$ cat src/hw/reset_seq_pkg.sv
package reset_seq_pkg;
   // ------------------------------------------------------------
   // Timing
   // ------------------------------------------------------------
   localparam int unsigned SYS_CLK_MHZ = 100;
   localparam int unsigned STARTUP_DELAY_CLKS = 1024;
   localparam int unsigned POWERON_EXTRA_CLKS = 1024;
   localparam int unsigned DELAY_WIDTH = 11;
   localparam logic [DELAY_WIDTH-1:0] DELAY_ZERO = 11'h000;

   // ------------------------------------------------------------
   // Reset values
   // ------------------------------------------------------------
   localparam logic [11:0] PC_RESET = 12'h000;
   localparam logic [2:0] SP_RESET = 3'h0;
   localparam logic [7:0] DISPLAY_CTRL_INIT = 8'h07;
   localparam logic [7:0] TIMER0_CTRL_INIT = 8'h08;
   localparam logic [7:0] TIMER1_CTRL_INIT = 8'h08;
   localparam logic [7:0] INTC0_INIT = 8'h00;
   localparam logic [7:0] INTC1_INIT = 8'h00;
   localparam logic [7:0] PORT_DIR_INIT = 8'hFF;
   localparam logic [7:0] RTC_CTRL_INIT = 8'h07;

   // ------------------------------------------------------------
   // Sequencer states
   // ------------------------------------------------------------
   typedef enum logic [1:0] {ST_POWERON, ST_STARTUP, ST_RUN, ST_HALT} seq_state_type;
endpackage : reset_seq_pkg

$ cat src/hw/startup_delay_timer.sv
`timescale 1ns/1ps
// Down counter that holds execution while the oscillator settles
module startup_delay_timer
(
   // Clock and reset
   input wire logic sys_clk,
   input wire logic resetn,
   // Control
   input wire logic start,
   input wire logic [reset_seq_pkg::DELAY_WIDTH-1:0] load_value,
   // Status
   output logic busy
);
   logic [reset_seq_pkg::DELAY_WIDTH-1:0] count_reg;
   logic [reset_seq_pkg::DELAY_WIDTH-1:0] count_next;

   // Reload on start, else count down to zero
   assign count_next = start ? load_value :
      (count_reg != reset_seq_pkg::DELAY_ZERO) ? count_reg - 11'h001 : count_reg;
   assign busy = (count_reg != reset_seq_pkg::DELAY_ZERO);

   always_ff @(posedge sys_clk)
   begin
      if (!resetn)
         count_reg <= reset_seq_pkg::DELAY_ZERO;
      else
         count_reg <= count_next;
   end
endmodule : startup_delay_timer

$ cat src/hw/mcu_reset_sequencer.sv
//  Summary of operation
// Pin reset in run or halt, or watchdog time-out in run, gives chip reset.
// Watchdog time-out in halt clears only PC and SP, sets time-out flag; code also reloads display driver control.
// Time-out and power-down flags kept as status bits.
// Pin reset: power-up 0/0, run unchanged, halt wake 0/1.
// Watchdog: run time-out sets time-out flag; halt wake sets both.
// Hold execution 1024 clocks after power-on and halt wake-up.
// Power-on adds an extra delay; halt wake-up uses the normal delay only.
// Chip reset: PC zero, interrupts off, timers off, ports input, SP top.
// Chip reset clears watchdog counter; it restarts after reset ends.
// Watchdog run time-out loads same control values as a pin reset.
// Power-down flag cleared at power-up or clear instruction, set by halt.
// Data registers untouched; control registers kept only on warm reset.
// Display driver control reinitialised on every reset type.
`timescale 1ns/1ps
module mcu_reset_sequencer
(
   // Clock and reset
   input wire logic sys_clk,
   input wire logic resetn,
   // External reset and watchdog events
   input wire logic external_reset_pin_n,
   input wire logic watchdog_timeout,
   // Instruction events from the core
   input wire logic halt_instruction,
   input wire logic watchdog_clear_instruction,
   // Status flags
   output logic watchdog_timeout_flag,
   output logic power_down_flag,
   // Reset strobes to the core and peripherals
   output logic core_hold,
   output logic chip_reset,
   output logic warm_reset,
   output logic watchdog_counter_clear,
   output logic halted,
   // Initial values for the core and peripherals
   output logic [11:0] pc_reset_value,
   output logic [2:0] sp_reset_value,
   output logic [7:0] timer0_ctrl_init,
   output logic [7:0] timer1_ctrl_init,
   output logic [7:0] intc0_init,
   output logic [7:0] intc1_init,
   output logic [7:0] port_dir_init,
   output logic [7:0] rtc_ctrl_init,
   output logic [7:0] display_driver_control_init,
   output logic display_driver_control_load,
   output logic ctrl_regs_load
);
   // ------------------------------------------------------------
   // State
   // ------------------------------------------------------------
   // Registers and their next values
   reset_seq_pkg::seq_state_type state_reg;
   reset_seq_pkg::seq_state_type state_next;
   logic to_reg;
   logic to_next;
   logic pdf_reg;
   logic pdf_next;
   logic chip_reset_reg;
   logic warm_reset_reg;
   logic pin_seen_reg;
   // Decode and timer wires
   logic start_timer;
   logic [reset_seq_pkg::DELAY_WIDTH-1:0] load_value;
   logic timer_busy;
   logic [reset_seq_pkg::DELAY_WIDTH-1:0] poweron_load;
   logic [reset_seq_pkg::DELAY_WIDTH-1:0] wake_load;
   logic in_poweron;
   logic in_run;
   logic in_halt;
   logic pin_event;
   logic chip_cause;
   logic warm_cause;
   logic wake;

   // ------------------------------------------------------------
   // Helpers
   // ------------------------------------------------------------
   // Shared state compare keeps every decode written the same way
   function automatic logic state_is(input reset_seq_pkg::seq_state_type cur,
      input reset_seq_pkg::seq_state_type want);
      return (cur == want);
   endfunction : state_is

   // ------------------------------------------------------------
   // Cause decode
   // ------------------------------------------------------------
   // Pin reset acts on its assertion edge so a held pin gives one reset
   assign in_poweron = state_is(state_reg, reset_seq_pkg::ST_POWERON);
   assign in_run = state_is(state_reg, reset_seq_pkg::ST_RUN);
   assign in_halt = state_is(state_reg, reset_seq_pkg::ST_HALT);
   assign pin_event = !external_reset_pin_n && !pin_seen_reg;
   assign chip_cause = (pin_event && (in_run || in_halt)) || (watchdog_timeout && in_run);
   // A pin edge in the same cycle wins over a time-out while halted
   assign warm_cause = watchdog_timeout && in_halt && !pin_event;
   assign wake = (chip_cause && in_halt) || warm_cause;

   // Count runs from the load down to zero, then one more edge enters run
   assign poweron_load = 11'(reset_seq_pkg::POWERON_EXTRA_CLKS
      + reset_seq_pkg::STARTUP_DELAY_CLKS - 1);
   assign wake_load = 11'(reset_seq_pkg::STARTUP_DELAY_CLKS - 1);

   // Timer load: double length only at power-on
   assign start_timer = in_poweron || wake;
   assign load_value = in_poweron ? poweron_load : wake_load;

   // ------------------------------------------------------------
   // Next state
   // ------------------------------------------------------------
   // A reset in the same cycle cancels a halt request
   always_comb
   begin
      state_next = state_reg;
      case (state_reg)
         reset_seq_pkg::ST_POWERON: state_next = reset_seq_pkg::ST_STARTUP;
         reset_seq_pkg::ST_STARTUP:
            if (!timer_busy)
               state_next = reset_seq_pkg::ST_RUN;
         reset_seq_pkg::ST_RUN:
            if (halt_instruction && !chip_cause)
               state_next = reset_seq_pkg::ST_HALT;
         reset_seq_pkg::ST_HALT:
            if (wake)
               state_next = reset_seq_pkg::ST_STARTUP;
         default: state_next = reset_seq_pkg::ST_POWERON;
      endcase
   end

   // ------------------------------------------------------------
   // Status flags
   // ------------------------------------------------------------
   // Reset causes take priority over instruction updates in the same cycle
   always_comb
   begin
      to_next = to_reg;
      pdf_next = pdf_reg;
      if (warm_cause)
      begin
         to_next = 1'b1;
         pdf_next = 1'b1;
      end
      else if (pin_event && in_halt)
      begin
         to_next = 1'b0;
         pdf_next = 1'b1;
      end
      else if (watchdog_timeout && in_run)
         to_next = 1'b1;
      else if (pin_event && in_run)
         to_next = to_reg;
      // Instructions act only in run; halt wins over a clear
      else if (in_run && halt_instruction)
      begin
         to_next = 1'b0;
         pdf_next = 1'b1;
      end
      else if (in_run && watchdog_clear_instruction)
      begin
         to_next = 1'b0;
         pdf_next = 1'b0;
      end
   end

   // Flag, state and strobe registers; power-up clears both flags
   always_ff @(posedge sys_clk)
   begin
      if (!resetn)
      begin
         state_reg <= reset_seq_pkg::ST_POWERON;
         to_reg <= 1'b0;
         pdf_reg <= 1'b0;
         chip_reset_reg <= 1'b1;
         warm_reset_reg <= 1'b0;
         pin_seen_reg <= 1'b0;
      end
      else
      begin
         state_reg <= state_next;
         to_reg <= to_next;
         pdf_reg <= pdf_next;
         chip_reset_reg <= chip_cause;
         warm_reset_reg <= warm_cause;
         pin_seen_reg <= !external_reset_pin_n;
      end
   end

   // ------------------------------------------------------------
   // Start-up delay timer
   // ------------------------------------------------------------
   startup_delay_timer delay_timer
   (
      .sys_clk(sys_clk),
      .resetn(resetn),
      .start(start_timer),
      .load_value(load_value),
      .busy(timer_busy)
   );

   // ------------------------------------------------------------
   // Outputs
   // ------------------------------------------------------------
   // Hold covers power-on, delay and halt; pin held low also holds the core
   assign core_hold = !in_run || !external_reset_pin_n;
   assign chip_reset = chip_reset_reg;
   assign warm_reset = warm_reset_reg;
   assign watchdog_counter_clear = chip_reset_reg || !external_reset_pin_n;
   // Status flags and state straight from their registers
   assign halted = in_halt;
   assign watchdog_timeout_flag = to_reg;
   assign power_down_flag = pdf_reg;
   // Control registers load only on chip reset, display driver control on warm reset too; data registers never do
   assign ctrl_regs_load = chip_reset_reg;
   assign display_driver_control_load = chip_reset_reg || warm_reset_reg;
   // Fixed initial values for the core and peripherals
   assign pc_reset_value = reset_seq_pkg::PC_RESET;
   assign sp_reset_value = reset_seq_pkg::SP_RESET;
   assign timer0_ctrl_init = reset_seq_pkg::TIMER0_CTRL_INIT;
   assign timer1_ctrl_init = reset_seq_pkg::TIMER1_CTRL_INIT;
   assign intc0_init = reset_seq_pkg::INTC0_INIT;
   assign intc1_init = reset_seq_pkg::INTC1_INIT;
   assign port_dir_init = reset_seq_pkg::PORT_DIR_INIT;
   assign rtc_ctrl_init = reset_seq_pkg::RTC_CTRL_INIT;
   assign display_driver_control_init = reset_seq_pkg::DISPLAY_CTRL_INIT;
endmodule : mcu_reset_sequencer

$ cat config.mk
export PLATFORM = sky130hd
export DESIGN_NAME = mcu_reset_sequencer
export DESIGN_NICKNAME = d
export VERILOG_FILES = /design/src/hw/reset_seq_pkg.sv /design/src/hw/startup_delay_timer.sv /design/src/hw/mcu_reset_sequencer.sv
export SDC_FILE = /design/constraint.sdc
export NUM_CORES = 1
export LEC_CHECK = 0
export BUFFER_PORTS_ARGS = -buffer_cell sky130_fd_sc_hd__buf_2
export CELL_PAD_IN_SITES_DETAIL_PLACEMENT = 2
export CELL_PAD_IN_SITES_GLOBAL_PLACEMENT = 2
export CORE_UTILIZATION = 25
export CTS_CLUSTER_SIZE = 14
export DETAILED_ROUTE_END_ITERATION = 16
export GPL_TIMING_DRIVEN = 0
export PLACE_DENSITY = 0.88
export REMOVE_ABC_BUFFERS = 1
export SYNTH_ARGS = -nofsm -noshare
export SYNTH_HDL_FRONTEND = slang
export SYNTH_HIERARCHICAL = 1
export SYNTH_SLANG_ARGS = --single-unit
$ cat constraint.sdc
create_clock -name sys_clk -period 3.3 [get_ports sys_clk]
set_clock_uncertainty 0.15 [all_clocks]
set_input_delay 0.33 -clock sys_clk [delete_from_list [all_inputs] [get_ports sys_clk]]
set_output_delay 0.33 -clock sys_clk [all_outputs]
set_load 0.03 [all_outputs]
[Word-level counts from Yosys, hierarchy flattened]
Index checks and enable logic that the tools add are counted.
Word-level totals
  bits of input ports: 6
  word-level logic and storage cells: 66
  flip-flop bits (word level): 18
  output and inout port bits: 80
Cells by class
  equal/unequal tests: 9
  add/subtract/negate cells: 1
  muxes and demuxes: 18
  reductions and logical operators: 31
Operators by type and width (number)
  2-to-1 mux 11 bit: 3
  logical AND 1 bit: 11
  2-to-1 mux 1 bit: 11
  nonzero test 11 bit: 1
  subtractor 11 x 1 -> 11 bit (second input constant): 1
  one-hot mux 2 bit (4 select lines): 1
  logical OR 1 bit: 7
  2-to-1 mux 2 bit: 3
  AND reduction 3 bit: 2
  logical NOT 1 bit: 5
  nonzero test 5 bit: 1
  equality test 2 bit (second input constant): 2
  inequality test 2 x 1 -> 1 bit (second input constant): 2
  inequality test 4 bit (second input constant): 1
  nonzero test 4 bit: 1
  inequality test 3 x 2 -> 1 bit (second input constant): 1
  inequality test 3 bit (second input constant): 1
  equality test 2 x 1 -> 1 bit (second input constant): 1
  logical NOT 2 bit: 1
  inequality test 2 bit (second input constant): 1
  AND reduction 2 bit: 1
  nonzero test 2 bit: 1

[Depth between registers and ports, before layout]
  depth in word-level cells: 8
  gate-level depth with buffers: 7
  depth with buffers taken out: 6

[Hierarchy]
Netlist, hierarchy kept.
Modules (own cells, without submodules)
  mcu_reset_sequencer: sequential area each 140.1 µm², area an instance 932.1 µm², times used 1, cells each 120
  startup_delay_timer: sequential area each 220.2 µm², area an instance 620.6 µm², times used 1, cells each 79

[Least setup slack after synthesis]
Ideal clock, no wire load.
  path type: register to register
  start: register state_reg[0]
  end: register delay_timer/count_reg[1] (netlist bit)
  clock period less this slack: 1919 ps
  data arrival time: 1640 ps
  stages on the path, launching flop included: 8
  path slack: 1381 ps
  path buffers: 1
  setup time: 129 ps
  data required time: 3021 ps
  cell sequence: dfxtp_1 -> ha_1 -> o21ai_0 -> nand2b_1 -> clkbuf_1 -> nor2_1 -> nand3_1 -> o211ai_1
On the way
  cells in the longest elaborated chain, start to end: 8
  elaborated cells on any way between the ends: 14
  those cells by class: eq/ne: 2; mux: 1; reduce/logical: 11
RTL lines
  from (decl): RTL line mcu_reset_sequencer.sv:53  | reset_seq_pkg::seq_state_type state_reg;
  from (signal assigned): RTL line mcu_reset_sequencer.sv:169  | state_reg <= reset_seq_pkg::ST_POWERON;
  from (signal assigned): RTL line mcu_reset_sequencer.sv:178  | state_reg <= state_next;
  equality test 2 bit *: RTL line mcu_reset_sequencer.sv:82  | return (cur == want);
  via halted: RTL line mcu_reset_sequencer.sv:35  | output logic halted,
  logical OR 1 bit: RTL line mcu_reset_sequencer.sv:93  | assign chip_cause = (pin_event && (in_run || in_halt)) || (watchdog_timeout && in_run);
  logical AND 1 bit: RTL line mcu_reset_sequencer.sv:93
  logical OR 1 bit: RTL line mcu_reset_sequencer.sv:93
  logical AND 1 bit: RTL line mcu_reset_sequencer.sv:96  | assign wake = (chip_cause && in_halt) || warm_cause;
  logical OR 1 bit *: RTL line mcu_reset_sequencer.sv:96
  logical OR 1 bit *: RTL line mcu_reset_sequencer.sv:104  | assign start_timer = in_poweron || wake;
  via start_timer: RTL line mcu_reset_sequencer.sv:63  | logic start_timer;
  2-to-1 mux 11 bit or nonzero test 2 bit (tied branches)
  to (signal assigned): RTL line startup_delay_timer.sv:25  | count_reg <= reset_seq_pkg::DELAY_ZERO;
  to (signal assigned): RTL line startup_delay_timer.sv:27  | count_reg <= count_next;
  to (decl): RTL line startup_delay_timer.sv:14  | logic [reset_seq_pkg::DELAY_WIDTH-1:0] count_reg;
The timed path passes the listed nets; every way through them passes the cells marked *.
A chain may end at the register's enable or synchronous reset.

[Worst setup path after layout]
  start: register state_reg[0]
  end: register delay_timer/count_reg[5] (netlist bit)
On the way
  cells in the longest elaborated chain, start to end: 8
  elaborated cells on any way between the ends: 14
  those cells by class: eq/ne: 2; mux: 1; reduce/logical: 11
RTL lines (RTL line)
  equality test 2 bit: mcu_reset_sequencer.sv:82
  logical OR 1 bit: mcu_reset_sequencer.sv:93
  logical AND 1 bit: mcu_reset_sequencer.sv:93
  logical OR 1 bit: mcu_reset_sequencer.sv:93
  logical AND 1 bit: mcu_reset_sequencer.sv:96
  logical OR 1 bit: mcu_reset_sequencer.sv:96
  logical OR 1 bit *: mcu_reset_sequencer.sv:104
  via start_timer: mcu_reset_sequencer.sv:63
  2-to-1 mux 11 bit or nonzero test 2 bit (tied branches)
Marks and branches as above.

==> results.toml <==
[status]
status = "complete, no violations"

[clock_tree]
clockRootBuffer = "clkbuf_8"
cts_resized = 0
cts_tree = "done"
clkSinkCount = 18
postCtsHoldBufs = 0
htreeDepth = 1
path_clk_slew_ps = 80
cts_buffers = 3
post_cts_buffers = 0
clock_path_buffers = 2
clkLatencyLatePin_ps = 260

[global_route]
grt_pass1_wl_um = 5170
grt_max_degree = 27
antenna_found_initial = 0
grt_pass1_vias = 1098
gr-total-overflow = 0
track_usage = 0.102

[detailed_routing]
wirelength_um = 3140
drc = 0
vias = 1137
drt-wirelength-per-cell_um = 10.7
ant_nets = 0
drtIter0Drc = 63
firstDrtPassIters = 4
viasPerCell = 3.87

[sta]
tightest_slew_ps = 562
hold_viol_final = 0
timing.final.crit_share = 0.680
max_slew_margin = 0.625
maxClockFrequency_ghz = 0.446
layout_min_cycle_time_ps = 2240
setup_ws_ps = 1060
setup_tns_ps = 0
final-max-slew-violation-count = 0
rsz0062_at_grt = "no"
finalSetupViolations = 0

[synth]
yosys.area.top_type = "buf_4"
ys_warn_count = 6
synth.most_common_cell = "buf_4"
netlist_area_um2 = 1550
synthCells = 199
syn_avg_cell_area_um2 = 7.80
synth_edf_count = 0
synthTopCellsByCount = "buf_4 (72), dfxtp_1 (18), nand3_1 (14), o21ai_0 (12)"
ys_seq_area_frac = 0.232
synth_top_area_frac = 0.348
synth_ff_type = "dfxtp_1"
synthArstFlopShare = 0
ys_top_cells_by_area = "buf_4 (35%), dfxtp_1 (23%), nand3_1 (4.5%)"
synth_seq_cells = 18
ys_types = 31

[power]
power.total_w = 0.00121
power_density_nw_per_um2 = 804
ir_drop_mv = 0.263
p_leak_nw = 0.735

[hold_path]
worstHoldStart = "watchdog_timeout"
whs_path_depth = 3
hp-class = "input port to flip-flop"

[layout]
multiInputGateArea_um2 = 896
layout-drive-gt1-share = 0.100
ff_latch_area_um2 = 360
n_antenna_cell = 0
finish.utilization = 0.253
nNetsFinal = 231
fillCellCount = 755
syn2layout_area_growth_pct = -2.82
largest_reg_flops = 11
final_cells = 294

[critical_path]
rr_startpoint = "state_reg[0]"
crit_path_start = "state_reg[0]"
cp_cell_sequence = "ha_1, o21ai_0, nand2b_1, inv_1, nand3_1, o21ai_0"
crit_slowest_cell = "nand2b_1"
worst_ep_arrival_time_ps = 2230
path_class = "flip-flop to flip-flop"
end_kind = "flip-flop"
cp_max_fo = 13
reg2reg_depth = 6
cp_common_cell = "o21ai_0"
cp.required_ps = 3290
setup.worst_path.start_class = "flip-flop"
cpPeakStageDelay_ps = 450

[floorplan]
rows = 28
io_pins = 86
die_width_um = 80.8
start_util = 0.261
core_area_um2 = 5960
die_area_um2 = 6530
die_h_um = 80.8

[placement]
dpl.hpwl_um = 2460
placed_cells_incl_taps = 290
place_congestion = 0.758
port_buffers = 14
dp_slack_ps = 881

[flow_run]
drv_cap = 0
==> worst paths after layout <==
check / endpoint / slack, ps
setup reg to reg: delay_timer/count_reg[5] / 1060
setup / recovery: delay_timer/count_reg[5] / 1060
hold reg to reg: watchdog_timeout_flag / 320
hold / removal: warm_reset / 210
==> where the power goes <==
part	total (W)	internal (W)	leakage (nW)	switching, W
combinational	0.000647	0.000207	0.557	0.000440
sequential	0.000380	0.000294	0.149	0.0000853
clock	0.000187	0.000106	0.0288	0.0000813
total	0.00121	0.000607	0.735	0.000606
==> stage by stage <==
step,hold slack (ps),area (µm²)
final,207,1510
after CTS,203,1510
after detailed placement,307,1450
after global routing,222,1510
after global placement,304,1450
after floorplan,256,1290
==> cells by family (layout without fill, tap and decap cells) <==
logic type               Yosys count  after routing  synth area share
XOR/XNOR                           5              5            0.0282
AO/OA/AOI/OAI                     27             27             0.113
buffers and inverters             86             27             0.382
AND/OR/NAND/NOR                   53             53             0.181
other                              2             81           0.00484
flip-flops                        18             18             0.232
adder cells (fa/ha/maj)            5              5            0.0403
multiplexers                       3              3            0.0193
==> worst max-delay path, delay by kind of cell, from the launching register on <==
| family | cells | cell delay, ps |
|---|---|---|
| AND/OR/NAND/NOR | 2 | 650 |
| flip-flops | 1 | 400 |
| AO/OA/AOI/OAI | 2 | 340 |
| adder cells (fa/ha/maj) | 1 | 300 |
| buffers and inverters | 1 | 270 |
==> cells in the final DEF (no fill, tap or decap), types with 4 or more instances in the layout <==
cell type / n
conb_1: 81
dfxtp_1: 18
nand3_1: 14
buf_2: 14
o21ai_0: 12
nand2_1: 11
nor2_1: 11
inv_1: 9
ha_1: 5
clkbuf_8: 4
==> final cells by class <==
class	count	area share
multi-input cells	174	0.594
flip-flops and latches	18	0.239
well taps	75	0.0622
inverters	9	0.0224
clock buffers	4	0.0365
repair buffers	14	0.0464
==> routing by layer <==
layer,track usage,vias up,routed length (µm)
met5,0,-,0
met4,0.0161,0,0
met3,0.0180,0,205
met2,0.187,50,1580
met1,0.124,542,1350
li1,-,545,-
Note: power is estimated with default switching activity, not from simulation.
